`config.mk`:
```
export PLATFORM = sky130hd
export DESIGN_NAME = scc_top
export DESIGN_NICKNAME = d
export VERILOG_FILES = /design/src/logic/scc_pkg.sv /design/src/logic/scc_top.sv /design/src/logic/scc_baud_gen.sv
export VERILOG_INCLUDE_DIRS = /design/src /design/src/logic
export SDC_FILE = /design/constraint.sdc
export NUM_CORES = 1
export LEC_CHECK = 0
export BUFFER_PORTS_ARGS = -buffer_cell sky130_fd_sc_hd__buf_2
export CAP_MARGIN = 20
export CORE_ASPECT_RATIO = 1.75
export CORE_MARGIN = 2
export CORE_UTILIZATION = 58
export CTS_BUF_LIST = sky130_fd_sc_hd__clkbuf_8 sky130_fd_sc_hd__clkbuf_16
export CTS_CLUSTER_DIAMETER = 60
export DETAILED_ROUTE_END_ITERATION = 10
export GPL_ROUTABILITY_DRIVEN = 1
export PLACE_DENSITY_LB_ADDON = 0.1
export SLEW_MARGIN = 15
export SYNTH_ARGS = -nofsm -noshare
export SYNTH_HDL_FRONTEND = slang
export SYNTH_HIERARCHICAL = 1
export SYNTH_SLANG_ARGS = --single-unit
```
`constraint.sdc`:
```
create_clock -name CORE_CLK -period 2.5 [get_ports CORE_CLK]
set_input_delay 0.25 -clock CORE_CLK [delete_from_list [all_inputs] [get_ports CORE_CLK]]
set_output_delay 0.25 -clock CORE_CLK [all_outputs]
set_load 0.03 [all_outputs]
```
`src/logic/scc_consts.svh`:
```
// Register offsets, field positions, reset values and timing counts for the serial control block
`ifndef SCC_CONSTS_SVH
`define SCC_CONSTS_SVH

// ----------------------------------------------------------------------------
// Register offsets
// ----------------------------------------------------------------------------
`define SCC_OFS_MODE    4'h0
`define SCC_OFS_RATE    4'h1
`define SCC_OFS_CTRL    4'h2
`define SCC_OFS_STAT    4'h3
`define SCC_OFS_TXDATA  4'h4
`define SCC_OFS_RXDATA  4'h5
`define SCC_OFS_SCMODE  4'h6
`define SCC_OFS_POWER   4'h7

// ----------------------------------------------------------------------------
// Field positions
// ----------------------------------------------------------------------------
`define SCC_MODE_CKS_LO 0
`define SCC_MODE_MP     2
`define SCC_CTRL_TIE    7
`define SCC_CTRL_RIE    6
`define SCC_CTRL_TE     5
`define SCC_CTRL_RE     4
`define SCC_CTRL_CLK_SOURCE_SEL_HI   1
`define SCC_STAT_TX_DATA_EMPTY_FLAG   7
`define SCC_STAT_RDRF   6
`define SCC_STAT_FER    4
`define SCC_STAT_TEND   2
`define SCC_PWR_SWSTBY  0
`define SCC_PWR_MSTOP   1
`define SCC_PWR_HWSTBY  2

// ----------------------------------------------------------------------------
// Reset values
// ----------------------------------------------------------------------------
`define SCC_CTRL_RST    8'h00
`define SCC_MODE_RST    8'h00
`define SCC_RATE_RST    8'hff
`define SCC_STAT_RST    8'h84

// ----------------------------------------------------------------------------
// Timing
// ----------------------------------------------------------------------------
`define SCC_OVERSAMPLE  16
`define SCC_SAMPLE_PT   4'h7
`define SCC_SYNC_GUARD  5

`endif

```
`src/logic/scc_pkg.sv`:
```
// Types shared by the serial control block
package scc_pkg;
  typedef enum logic [1:0] {
    SCC_PRE_DIV1  = 2'b00,
    SCC_PRE_DIV4  = 2'b01,
    SCC_PRE_DIV16 = 2'b10,
    SCC_PRE_DIV64 = 2'b11
  } scc_pre_e;
  typedef enum logic [1:0] {
    SCC_IDLE  = 2'b00,
    SCC_START = 2'b01,
    SCC_DATA  = 2'b10,
    SCC_STOP  = 2'b11
  } scc_state_e;
endpackage

```
`src/logic/scc_top.sv`:
```
// Serial channel control and configuration with asynchronous transmitter and receiver
//
// The implementer's own choices: the register addresses and the strobed register port.
`timescale 1ns/100ps
`include "scc_consts.svh"
module scc_top #(
  parameter bit RETAIN_IN_SW_STANDBY = 1'b0
) (
  // Clock and reset
  input  wire logic       CORE_CLK,
  input  wire logic       NRST,
  // Register port
  input  wire logic [3:0] ADDR,
  input  wire logic [7:0] WDATA,
  input  wire logic       WR,
  input  wire logic       RD,
  output logic      [7:0] RDATA,
  // Power mode requests, levels
  input  wire logic       SW_STANDBY,
  input  wire logic       MODULE_STOP,
  input  wire logic       HW_STANDBY,
  // Serial pins
  input  wire logic       RXD,
  output logic            TXD,
  output logic            SCK_OUT,
  output logic            SCK_OE_N,
  // Interrupt requests
  output logic            TX_EMPTY_IRQ,
  output logic            RX_FULL_IRQ
);
  initial begin
    if (`SCC_OVERSAMPLE != 16) $error("scc_top: oversample must be 16");
  end

  // --------------------------------------------------------------------------
  // Registers and state
  // --------------------------------------------------------------------------
  logic [7:0] serial_mode_r,   serial_mode_nxt;
  logic [7:0] bit_rate_r,      bit_rate_nxt;
  logic [7:0] serial_control_r, serial_control_nxt;
  logic [7:0] smart_card_r,    smart_card_nxt;
  logic [7:0] tx_data_r,       tx_data_nxt;
  logic [7:0] rx_data_r,       rx_data_nxt;
  logic       tx_data_empty_flag_r,          tx_data_empty_flag_nxt;
  logic       rdrf_r,          rdrf_nxt;
  logic       fer_r,           fer_nxt;
  logic       tend_r,          tend_nxt;
  logic       tx_data_empty_flag_seen_r,     tx_data_empty_flag_seen_nxt;
  logic       rdrf_seen_r,     rdrf_seen_nxt;
  logic [7:0] rdata_r,         rdata_nxt;
  logic       tx_irq_r,        tx_irq_nxt;
  logic       rx_irq_r,        rx_irq_nxt;
  logic       sck_r,           sck_nxt;
  logic       sck_oe_n_r,      sck_oe_n_nxt;
  // Transmitter
  scc_pkg::scc_state_e tx_st_r, tx_st_nxt;
  logic [7:0] tx_shift_r,      tx_shift_nxt;
  logic [2:0] tx_bit_r,        tx_bit_nxt;
  logic [3:0] tx_ph_r,         tx_ph_nxt;
  logic       txd_r,           txd_nxt;
  // Receiver
  scc_pkg::scc_state_e rx_st_r, rx_st_nxt;
  logic [7:0] rx_shift_r,      rx_shift_nxt;
  logic [2:0] rx_bit_r,        rx_bit_nxt;
  logic [3:0] rx_ph_r,         rx_ph_nxt;
  logic       rxd_m_r, rxd_s_r;
  logic       tick, load, ctrl_clear, tx_en, rx_en, pwr_stop;
  logic [7:0] status;

  assign tx_en    = serial_control_r[`SCC_CTRL_TE];
  assign rx_en    = serial_control_r[`SCC_CTRL_RE];
  assign pwr_stop = SW_STANDBY | MODULE_STOP;
  // Retain variant keeps control across soft standby and module stop
  assign ctrl_clear = HW_STANDBY | (pwr_stop & !RETAIN_IN_SW_STANDBY);
  assign load = (tx_st_r == scc_pkg::SCC_IDLE) && tx_en && !tx_data_empty_flag_r && tick && !pwr_stop;
  assign status = {tx_data_empty_flag_r, rdrf_r, 1'b0, fer_r, 1'b0, tend_r, 1'b0,
                   serial_mode_r[`SCC_MODE_MP]};

  // --------------------------------------------------------------------------
  // Baud generator
  // --------------------------------------------------------------------------
  scc_baud_gen u_baud (
    .clk     (CORE_CLK),
    .nrst    (NRST),
    .run     ((tx_en | rx_en) & !pwr_stop),
    .pre_sel (scc_pkg::scc_pre_e'(serial_mode_r[`SCC_MODE_CKS_LO +: 2])),
    .rate    (bit_rate_r),
    .tick    (tick)
  );

  // --------------------------------------------------------------------------
  // Register file and flags
  // --------------------------------------------------------------------------
  always_comb begin
    serial_mode_nxt    = serial_mode_r;
    bit_rate_nxt       = bit_rate_r;
    serial_control_nxt = serial_control_r;
    smart_card_nxt     = smart_card_r;
    tx_data_nxt        = tx_data_r;
    rx_data_nxt        = rx_data_r;
    tx_data_empty_flag_nxt           = tx_data_empty_flag_r;
    rdrf_nxt           = rdrf_r;
    fer_nxt            = fer_r;
    tend_nxt           = tend_r;
    tx_data_empty_flag_seen_nxt      = tx_data_empty_flag_seen_r;
    rdrf_seen_nxt      = rdrf_seen_r;
    rdata_nxt          = 8'h00;
    if (RD) begin
      case (ADDR)
        `SCC_OFS_MODE:   rdata_nxt = serial_mode_r;
        `SCC_OFS_RATE:   rdata_nxt = bit_rate_r;
        `SCC_OFS_CTRL:   rdata_nxt = serial_control_r;
        `SCC_OFS_STAT: begin
          rdata_nxt     = status;
          tx_data_empty_flag_seen_nxt = tx_data_empty_flag_seen_r | tx_data_empty_flag_r;
          rdrf_seen_nxt = rdrf_seen_r | rdrf_r;
        end
        `SCC_OFS_TXDATA: rdata_nxt = tx_data_r;
        `SCC_OFS_RXDATA: rdata_nxt = rx_data_r;
        `SCC_OFS_SCMODE: rdata_nxt = smart_card_r;
        `SCC_OFS_POWER:  rdata_nxt = {5'h00, HW_STANDBY, MODULE_STOP, SW_STANDBY};
        default:         rdata_nxt = 8'h00;
      endcase
    end
    if (WR) begin
      case (ADDR)
        `SCC_OFS_MODE:   serial_mode_nxt    = WDATA;
        `SCC_OFS_RATE:   bit_rate_nxt       = WDATA;
        `SCC_OFS_CTRL:   serial_control_nxt = WDATA;
        `SCC_OFS_SCMODE: smart_card_nxt     = WDATA;
        `SCC_OFS_TXDATA: tx_data_nxt        = WDATA;
        `SCC_OFS_STAT: begin
          // Empty and RDRF flags clear only by writing 0 after reading them as 1; FER clears on any 0 write
          if (!WDATA[`SCC_STAT_TX_DATA_EMPTY_FLAG] && tx_data_empty_flag_seen_r) begin
            tx_data_empty_flag_nxt      = 1'b0;
            tx_data_empty_flag_seen_nxt = 1'b0;
          end
          if (!WDATA[`SCC_STAT_RDRF] && rdrf_seen_r) begin
            rdrf_nxt      = 1'b0;
            rdrf_seen_nxt = 1'b0;
          end
          if (!WDATA[`SCC_STAT_FER]) fer_nxt = 1'b0;
        end
        default: ;
      endcase
    end
    if (ctrl_clear) serial_control_nxt = `SCC_CTRL_RST;
    // Hardware sets win over software clears
    if (load) begin
      tx_data_empty_flag_nxt = 1'b1;
      tend_nxt = 1'b0;
    end
    if (tx_st_r == scc_pkg::SCC_STOP && tick && tx_ph_r == 4'hf && tx_data_empty_flag_r) tend_nxt = 1'b1;
    if (rx_st_r == scc_pkg::SCC_STOP && tick && rx_ph_r == `SCC_SAMPLE_PT) begin
      if (rxd_s_r) begin
        rx_data_nxt = rx_shift_r;
        rdrf_nxt    = 1'b1;
      end else begin
        fer_nxt     = 1'b1;
      end
    end
  end

  // --------------------------------------------------------------------------
  // Transmitter and receiver
  // --------------------------------------------------------------------------
  always_comb begin
    tx_st_nxt    = tx_st_r;
    tx_shift_nxt = tx_shift_r;
    tx_bit_nxt   = tx_bit_r;
    tx_ph_nxt    = tx_tick_ph(tx_ph_r, tick);
    txd_nxt      = txd_r;
    rx_st_nxt    = rx_st_r;
    rx_shift_nxt = rx_shift_r;
    rx_bit_nxt   = rx_bit_r;
    rx_ph_nxt    = tx_tick_ph(rx_ph_r, tick);
    case (tx_st_r)
      scc_pkg::SCC_IDLE: begin
        txd_nxt   = 1'b1;
        tx_ph_nxt = 4'h0;
        if (load) begin
          tx_shift_nxt = tx_data_r;
          tx_st_nxt    = scc_pkg::SCC_START;
          txd_nxt      = 1'b0;
        end
      end
      scc_pkg::SCC_START: if (tick && tx_ph_r == 4'hf) begin
        tx_st_nxt  = scc_pkg::SCC_DATA;
        txd_nxt    = tx_shift_r[0];
        tx_bit_nxt = 3'h0;
      end
      scc_pkg::SCC_DATA: if (tick && tx_ph_r == 4'hf) begin
        tx_shift_nxt = {1'b1, tx_shift_r[7:1]};
        tx_bit_nxt   = tx_bit_r + 3'h1;
        txd_nxt      = tx_shift_r[1];
        if (tx_bit_r == 3'h7) begin
          tx_st_nxt = scc_pkg::SCC_STOP;
          txd_nxt   = 1'b1;
        end
      end
      scc_pkg::SCC_STOP: if (tick && tx_ph_r == 4'hf) tx_st_nxt = scc_pkg::SCC_IDLE;
      default: tx_st_nxt = scc_pkg::SCC_IDLE;
    endcase
    case (rx_st_r)
      scc_pkg::SCC_IDLE: begin
        rx_ph_nxt = 4'h0;
        if (rx_en && tick && !rxd_s_r) rx_st_nxt = scc_pkg::SCC_START;
      end
      // Mid-bit sampling at phase 7 of 16 ticks per bit
      scc_pkg::SCC_START: if (tick && rx_ph_r == `SCC_SAMPLE_PT) begin
        if (rxd_s_r) begin
          rx_st_nxt = scc_pkg::SCC_IDLE;
        end
      end else if (tick && rx_ph_r == 4'hf) begin
        rx_st_nxt  = scc_pkg::SCC_DATA;
        rx_bit_nxt = 3'h0;
      end
      scc_pkg::SCC_DATA: if (tick && rx_ph_r == `SCC_SAMPLE_PT) begin
        rx_shift_nxt = {rxd_s_r, rx_shift_r[7:1]};
      end else if (tick && rx_ph_r == 4'hf) begin
        rx_bit_nxt = rx_bit_r + 3'h1;
        if (rx_bit_r == 3'h7) rx_st_nxt = scc_pkg::SCC_STOP;
      end
      scc_pkg::SCC_STOP: if (tick && rx_ph_r == `SCC_SAMPLE_PT) rx_st_nxt = scc_pkg::SCC_IDLE;
      default: rx_st_nxt = scc_pkg::SCC_IDLE;
    endcase
    if (!rx_en) rx_st_nxt = scc_pkg::SCC_IDLE;
    // Clock output at bit rate while the transmitter sends a frame; pin enabled when the clock output select is set
    sck_nxt    = tx_ph_r[3];
    sck_oe_n_nxt = !serial_control_nxt[0];
    tx_irq_nxt = tx_data_empty_flag_nxt & serial_control_nxt[`SCC_CTRL_TIE];
    rx_irq_nxt = rdrf_nxt & serial_control_nxt[`SCC_CTRL_RIE];
  end

  function automatic logic [3:0] tx_tick_ph(input logic [3:0] ph, input logic t);
    tx_tick_ph = t ? ph + 4'h1 : ph;
  endfunction

  always_ff @(posedge CORE_CLK) begin
    rxd_m_r <= RXD;
    rxd_s_r <= rxd_m_r;
    if (!NRST) begin
      serial_mode_r    <= `SCC_MODE_RST;
      bit_rate_r       <= `SCC_RATE_RST;
      serial_control_r <= `SCC_CTRL_RST;
      smart_card_r     <= 8'h00;
      tx_data_r        <= 8'hff;
      rx_data_r        <= 8'h00;
      tx_data_empty_flag_r           <= 1'b1;
      rdrf_r           <= 1'b0;
      fer_r            <= 1'b0;
      tend_r           <= 1'b1;
      tx_data_empty_flag_seen_r      <= 1'b0;
      rdrf_seen_r      <= 1'b0;
      rdata_r          <= 8'h00;
      tx_irq_r         <= 1'b0;
      rx_irq_r         <= 1'b0;
      sck_r            <= 1'b0;
      sck_oe_n_r       <= 1'b1;
      tx_st_r          <= scc_pkg::SCC_IDLE;
      tx_shift_r       <= 8'hff;
      tx_bit_r         <= 3'h0;
      tx_ph_r          <= 4'h0;
      txd_r            <= 1'b1;
      rx_st_r          <= scc_pkg::SCC_IDLE;
      rx_shift_r       <= 8'h00;
      rx_bit_r         <= 3'h0;
      rx_ph_r          <= 4'h0;
    end else begin
      serial_mode_r    <= serial_mode_nxt;
      bit_rate_r       <= bit_rate_nxt;
      serial_control_r <= serial_control_nxt;
      smart_card_r     <= smart_card_nxt;
      tx_data_r        <= tx_data_nxt;
      rx_data_r        <= rx_data_nxt;
      tx_data_empty_flag_r           <= tx_data_empty_flag_nxt;
      rdrf_r           <= rdrf_nxt;
      fer_r            <= fer_nxt;
      tend_r           <= tend_nxt;
      tx_data_empty_flag_seen_r      <= tx_data_empty_flag_seen_nxt;
      rdrf_seen_r      <= rdrf_seen_nxt;
      rdata_r          <= rdata_nxt;
      tx_irq_r         <= tx_irq_nxt;
      rx_irq_r         <= rx_irq_nxt;
      sck_r            <= sck_nxt;
      sck_oe_n_r       <= sck_oe_n_nxt;
      tx_st_r          <= tx_st_nxt;
      tx_shift_r       <= tx_shift_nxt;
      tx_bit_r         <= tx_bit_nxt;
      tx_ph_r          <= tx_ph_nxt;
      txd_r            <= txd_nxt;
      rx_st_r          <= rx_st_nxt;
      rx_shift_r       <= rx_shift_nxt;
      rx_bit_r         <= rx_bit_nxt;
      rx_ph_r          <= rx_ph_nxt;
    end
  end

  // Clock pin enable follows the control register in the same cycle
  assign RDATA        = rdata_r;
  assign TXD          = txd_r;
  assign SCK_OUT      = sck_r;
  assign SCK_OE_N     = sck_oe_n_r;
  assign TX_EMPTY_IRQ = tx_irq_r;
  assign RX_FULL_IRQ  = rx_irq_r;
endmodule

```
`src/logic/scc_baud_gen.sv`:
```
// Prescaler and bit rate divider producing a tick at sixteen times the bit rate
`timescale 1ns/100ps
`include "scc_consts.svh"
module scc_baud_gen (
  // Clock and reset
  input  wire logic               clk,
  input  wire logic               nrst,
  // Control
  input  wire logic               run,
  input  wire scc_pkg::scc_pre_e  pre_sel,
  input  wire logic [7:0]         rate,
  // Tick
  output logic                    tick
);
  logic [5:0] pre_cnt_r,  pre_cnt_nxt;
  logic [7:0] rate_cnt_r, rate_cnt_nxt;
  logic       tick_r,     tick_nxt;
  logic       pre_en;

  always_comb begin
    case (pre_sel)
      scc_pkg::SCC_PRE_DIV1:  pre_en = 1'b1;
      scc_pkg::SCC_PRE_DIV4:  pre_en = (pre_cnt_r[1:0] == 2'h3);
      scc_pkg::SCC_PRE_DIV16: pre_en = (pre_cnt_r[3:0] == 4'hf);
      scc_pkg::SCC_PRE_DIV64: pre_en = (pre_cnt_r == 6'h3f);
      default:                pre_en = 1'b1;
    endcase
    pre_cnt_nxt  = run ? pre_cnt_r + 6'h01 : 6'h00;
    rate_cnt_nxt = rate_cnt_r;
    tick_nxt     = 1'b0;
    if (!run) begin
      rate_cnt_nxt = 8'h00;
    end else if (pre_en) begin
      if (rate_cnt_r >= rate) begin
        rate_cnt_nxt = 8'h00;
        tick_nxt     = 1'b1;
      end else begin
        rate_cnt_nxt = rate_cnt_r + 8'h01;
      end
    end
  end

  always_ff @(posedge clk) begin
    if (!nrst) begin
      pre_cnt_r  <= 6'h00;
      rate_cnt_r <= 8'h00;
      tick_r     <= 1'b0;
    end else begin
      pre_cnt_r  <= pre_cnt_nxt;
      rate_cnt_r <= rate_cnt_nxt;
      tick_r     <= tick_nxt;
    end
  end

  assign tick = tick_r;
endmodule

```
Yosys cells after proc, flatten, opt, wreduce, memory -nomap -nowiden
Cells that the tools add are included.
Widths: inputs -> output; s select.
Word-level totals
  bits in registers: 118
  logic and storage cells: 199
  output and inout bits: 13
Cells by class
  $lt $le $gt $ge: 1
  add/sub/neg operators: 6
  mux-type cells: 62
  reduce and logical (&&, ||, !) cells: 51
  equality and inequality tests: 38
  bitwise logic cells: 9
Operators by type and width (count)
  $pmux 8 s8: 1
  $mux 8: 6
  $mux 1: 29
  $mux 2: 13
  $eq 4x3->1 const B: 5
  $ne 2x2->1 const B: 10
  $reduce_and 2->1: 10
  $mux 3: 6
  $logic_and 1x1->1: 16
  $pmux 2 s4: 2
  $pmux 8 s2: 1
  $eq 2x2->1 const B: 7
  $eq 4x4->1 const B: 3
  $pmux 3 s2: 2
  $reduce_and 3->1: 4
  $reduce_and 5->1: 2
  $add 4x1->4 const B: 2
  $add 8x1->8 const B: 1
  $eq 4x2->1 const B: 2
  $ge 8x8->1: 1
  $reduce_or 2->1: 4
  $reduce_and 7->1: 1
  $add 3x1->3 const B: 2
  $add 6x1->6 const B: 1
  other kinds (16): 36

Logic depth before layout (Yosys ltp)
  depth after elaboration: 8
  mapped depth: 8
  gate-level depth less buffers: 7

Cells and area by module
The synthesis kept the hierarchy.
By module, submodules not included
  scc_top: cells an instance 507, instances 1, area an instance 4720.8 um^2, seq. area each 2062.0 um^2
  scc_baud_gen: cells an instance 109, instances 1, area an instance 945.9 um^2, seq. area each 300.3 um^2

Worst setup path after synthesis
OpenSTA, ideal clock, no wires.
  path kind: reg-to-reg
  start: register u_baud.rate_cnt_r[0]
  end: register u_baud.rate_cnt_r[5]
  cell stages (with the launch flop): 9
  setup time: 0.074 ns
  slack: 0.718 ns
  period minus slack after synthesis: 1.782 ns
  arrival time: 1.708 ns
  data required time: 2.426 ns
  path buffers: 1
  cells stage by stage: dfxtp_1 > inv_1 > ha_1 > nand2b_4 > a2111oi_4 > o311a_4 > buf_8 > nand3_2 > a31oi_2
Between the ends
  cells in the longest elaborated chain, start to end: 2
  elaborated cells on any way between the ends: 3
  those cells by class: add/sub (1); order compare (1); mux (1)
Ends and longest elaborated chain
  from (decl): RTL line scc_baud_gen.sv:16  | logic [7:0] rate_cnt_r, rate_cnt_nxt;
  from (signal assigned): RTL line scc_baud_gen.sv:50  | rate_cnt_r <= rate_cnt_nxt;
  $add 8x1->8 or $ge 8x8->1 (tied branches): RTL line scc_baud_gen.sv:38, scc_baud_gen.sv:34
  $mux 8 (*): RTL line scc_baud_gen.sv:34  | if (rate_cnt_r >= rate) begin
Every way passes the cells marked *; elsewhere a longest branch is shown, timed or not.
A chain may end at the register's enable or synchronous reset.

Worst setup path in the final report
  start: register u_baud.tick_r, in the netlist u_baud/tick
  end: register tx_shift_r[5]
Between the ends
  cells in the longest elaborated chain, start to end: 4
  elaborated cells on any way between the ends: 6
  those cells by class: eq/ne (2); reduce/logical (4)
Ends and longest elaborated chain
  from (decl): RTL line scc_baud_gen.sv:17  | logic tick_r, tick_nxt;
  from (signal assigned): RTL line scc_baud_gen.sv:51  | tick_r <= tick_nxt;
  $logic_and 1x1->1 (2 in series): RTL line scc_top.sv:75  | assign load = (tx_st_r == scc_pkg::SCC_IDLE) && tx_en && !tx_data_empty_flag_r && tick && !pwr_stop;
  $ne 2x2->1 (no line)
  $reduce_and 3->1 (no line) (*)
  to (signal assigned): RTL line scc_top.sv:288  | tx_shift_r <= tx_shift_nxt;
  to (decl): RTL line scc_top.sv:57  | logic [7:0] tx_shift_r, tx_shift_nxt;
Marks and branches as above.

==> flow_metrics.tcl <==
set metrics [dict create \
    status "finished, final reports clean" \
    first_global_vias 4664 \
    finalCoreUtilization_pct 68.4 \
    clock_pin_slew_worst_setup_and_hold_paths_ps 50 \
    cts.sinks 118 \
    synth_fp_nets 657 \
    yosysTopAreaCell "sky130_fd_sc_hd__dfxtp_1" \
    grt_usage_pct 27.6 \
    antenna_violations_before_repair 0 \
    ys_seq_elements 118 \
    place.detailed.hpwl_mm 10.0 \
    post_drt_antenna_nets 0 \
    post_cts_setup_buffer_count 0 \
    ys.flop_type "sky130_fd_sc_hd__dfxtp_1" \
    finalClockSkew_ps 6.44 \
    syn_area_per_cell_um2 9.20 \
    netlist_instances 616 \
    timing.max_cap.violations 0 \
    final_common_cell "sky130_fd_sc_hd__dfxtp_1" \
    die_h_um 135 \
    cts_buffers 17 \
    crit_path_max_fanout 16 \
    post_synth_instance_area_um2 5670 \
    timing.critical_path.cells "nand4_1, a21oi_1, a21oi_1, o21ai_1" \
    timing.final.crit_period_ps 2050 \
    placed_cell_count 750 \
    fin_cells 783 \
    root_buffer_cell "sky130_fd_sc_hd__clkbuf_16" \
    htree_levels 4 \
    initialDrtViolationCount 354 \
    critPathBufInv 0 \
    yosys.area_share.simple_pct 23.5 \
    power.ir.vdd_worst_uv 544 \
    core_area_um2 9470 \
    ys.warnings.count 6 \
    starting_density_pct 59.9 \
    finalSetupViolations 0 \
    combinational_family_with_the_most_area_after_synthesis "simple AND/OR/NAND/NOR gates" \
    gp_congestion 0.938 \
    via_count 4659 \
    mux_cell_area_share_after_synthesis_pct 12.6 \
    cp_data_required_time_ps 2840 \
    final_cell_mix "sky130_fd_sc_hd__dfxtp_1 (118), sky130_fd_sc_hd__nand2_1 (72), sky130_fd_sc_hd__mux2i_1 (50)" \
    critical_path.endpoint_type "flop" \
    synth_compound_gate_area_share_pct 11.7 \
    clock_tree_from_tritoncts "done" \
    placement_rows 47 \
    seqCellArea_um2 2360 \
    syn2layout_area_growth_pct 14.3 \
    power_per_cell_area_nw_per_um2 688 \
    fp.dieW_um 78.7 \
    synth_sequential_area_ratio_pct 41.7 \
    async_reset_ff_share_pct 0 \
    post_synth_fa_ha_maj_area_fraction_pct 4.64 \
    floorplan.io_pins 33 \
    remaining_drcs 0 \
    wire_length_of_the_first_global_routing_pass_mm 22.7 \
    crit_arrival_ps 2380 \
    leakage_power_nw 2.68 \
    die_area_um2 10600 \
    max-clock-path-buffers 2 \
    synth_edf_count 0 \
    finalHoldViolations 0 \
    worst_slew_margin_rel_pct 50.0 \
    max_freq_ghz 0.489 \
    multi_input_comb_area_um2 3060 \
    drt-total-wl_mm 13.8 \
    slew_of_the_pin_with_the_lowest_slew_margin_ps 747 \
    synth.top_cells.by_area "sky130_fd_sc_hd__dfxtp_1 (42%), sky130_fd_sc_hd__mux2i_1 (8.8%), sky130_fd_sc_hd__nand2_1 (4.8%)" \
    crit_family "compound AO/OA/AOI/OAI gates" \
    net_count_reported_at_finish 689 \
    post-route-period-util_pct 81.8 \
    clk_latency_ps 410 \
    timing.critical_path.from_type "flop" \
    place.port_buffers 32 \
    num_antenna_cells 0 \
    synth_top_area_share_pct 41.7 \
    routed_via_count_divided_by_cell_count 5.95 \
    grt-ovfl-total 0 \
    cp_peak_stage_delay_ps 740 \
    rsz0062_at_grt "no" \
    nFillCells 775 \
    fin_setup_tns_ps 0 \
    worst_hold_class "in -> reg" \
    placedInstanceArea_um2 5890 \
    crit_path_frequent_cell "sky130_fd_sc_hd__a21oi_1" \
    final_instance_area_um2 6480 \
    synthXorXnorAreaFrac_pct 1.55 \
    timing_max_transition_violations_final 0 \
    setup.worst_path.class "reg -> reg" \
    wl_per_cell_um 17.6 \
    maximum_number_of_pins_on_one_net_before_global_route_repair 35 \
    proportion_of_layout_cells_with_a_drive_suffix_above_1_pct 16.8 \
    crit_slowest_cell "sky130_fd_sc_hd__dfxtp_1" \
    dr.pass1.iters 5 \
    synth_cell_type_count 63 \
]
power breakdown:
| group | switching, W | internal, W |
|---|---|---|
| Sequential | 0.00000882 | 0.00189 |
| Clock | 0.000868 | 0.00148 |
| Combinational | 0.000127 | 0.0000785 |
| Total | 0.00100 | 0.00345 |
area by class of cell:
type / count / share of cell area, %
multi-input cells: 449 / 47.2
flip-flops and latches: 118 / 36.5
clock buffers: 18 / 6.78
repair buffers: 46 / 4.13
well taps: 122 / 2.36
clock inverters: 14 / 2.11
inverters: 16 / 0.927
layer usage:
metal,routed length (um),vias up,track usage [%]
met5,0,-,0
met4,579,0,15.8
met3,481,41,6.28
met2,7480,119,50.9
met1,5230,2262,27.9
li1,-,2237,-
Yosys cell counts, types with 6 or more instances:
cell type	count
sky130_fd_sc_hd__a21boi_0	9
sky130_fd_sc_hd__a21oi_1	25
sky130_fd_sc_hd__buf_2	14
sky130_fd_sc_hd__clkbuf_1	11
sky130_fd_sc_hd__dfxtp_1	118
sky130_fd_sc_hd__ha_1	21
sky130_fd_sc_hd__inv_1	16
sky130_fd_sc_hd__mux2_2	11
sky130_fd_sc_hd__mux2i_1	50
sky130_fd_sc_hd__nand2_1	72
sky130_fd_sc_hd__nand3_1	48
sky130_fd_sc_hd__nand4b_1	6
sky130_fd_sc_hd__nor2_1	40
sky130_fd_sc_hd__nor2b_1	30
sky130_fd_sc_hd__nor3_1	18
sky130_fd_sc_hd__o21ai_0	14
sky130_fd_sc_hd__o21ai_1	7
sky130_fd_sc_hd__xor2_1	6
final timing paths:
kind	to	startpoint	cells after the start	slack [ps]
max	tx_shift_r[5]$_SDFFE_PN1P_	u_baud/tick$_SDFF_PN0_	4	450
min	tx_data_r[1]$_SDFFE_PN1P_	WDATA[1]	3	160
max reg2reg	tx_shift_r[5]$_SDFFE_PN1P_	u_baud/tick$_SDFF_PN0_	4	450
min reg2reg	rxd_s_r$_DFF_P_	rxd_m_r$_DFF_P_	0	320
through the flow:
step	worst slack (ps)	power (W)	hold slack, ps
3_3_place_gp	538	0.00214	313
3_5_place_dp	520	0.00214	314
5_1_grt	273	0.00459	172
4_1_cts	507	0.00449	143
6_report	455	0.00445	162
2_1_floorplan	718	0.00207	278
logic make-up (layout without fill, tap and decap cells):
kind of cell / count (synthesis) / in the layout
DFF: 118 / 118
and+or+nand+nor: 258 / 258
AOI/OAI and AO/OA: 95 / 95
adders and majority gates: 21 / 21
xor gates and xnor gates: 10 / 10
buffers and inverters: 49 / 94
muxes: 65 / 65
what timing repair did:
item	CTS	global route
hold buffers	1	0
gates resized for setup	0	0
endpoints found under the setup margin	0	0
hold endpoints to repair	1	0
worst min-delay path, cell delays in order:
cell and delay (ps):
sky130_fd_sc_hd__buf_2 140, sky130_fd_sc_hd__mux2i_1 90, sky130_fd_sc_hd__nand2_1 60
(Power assumes the default switching activity.)
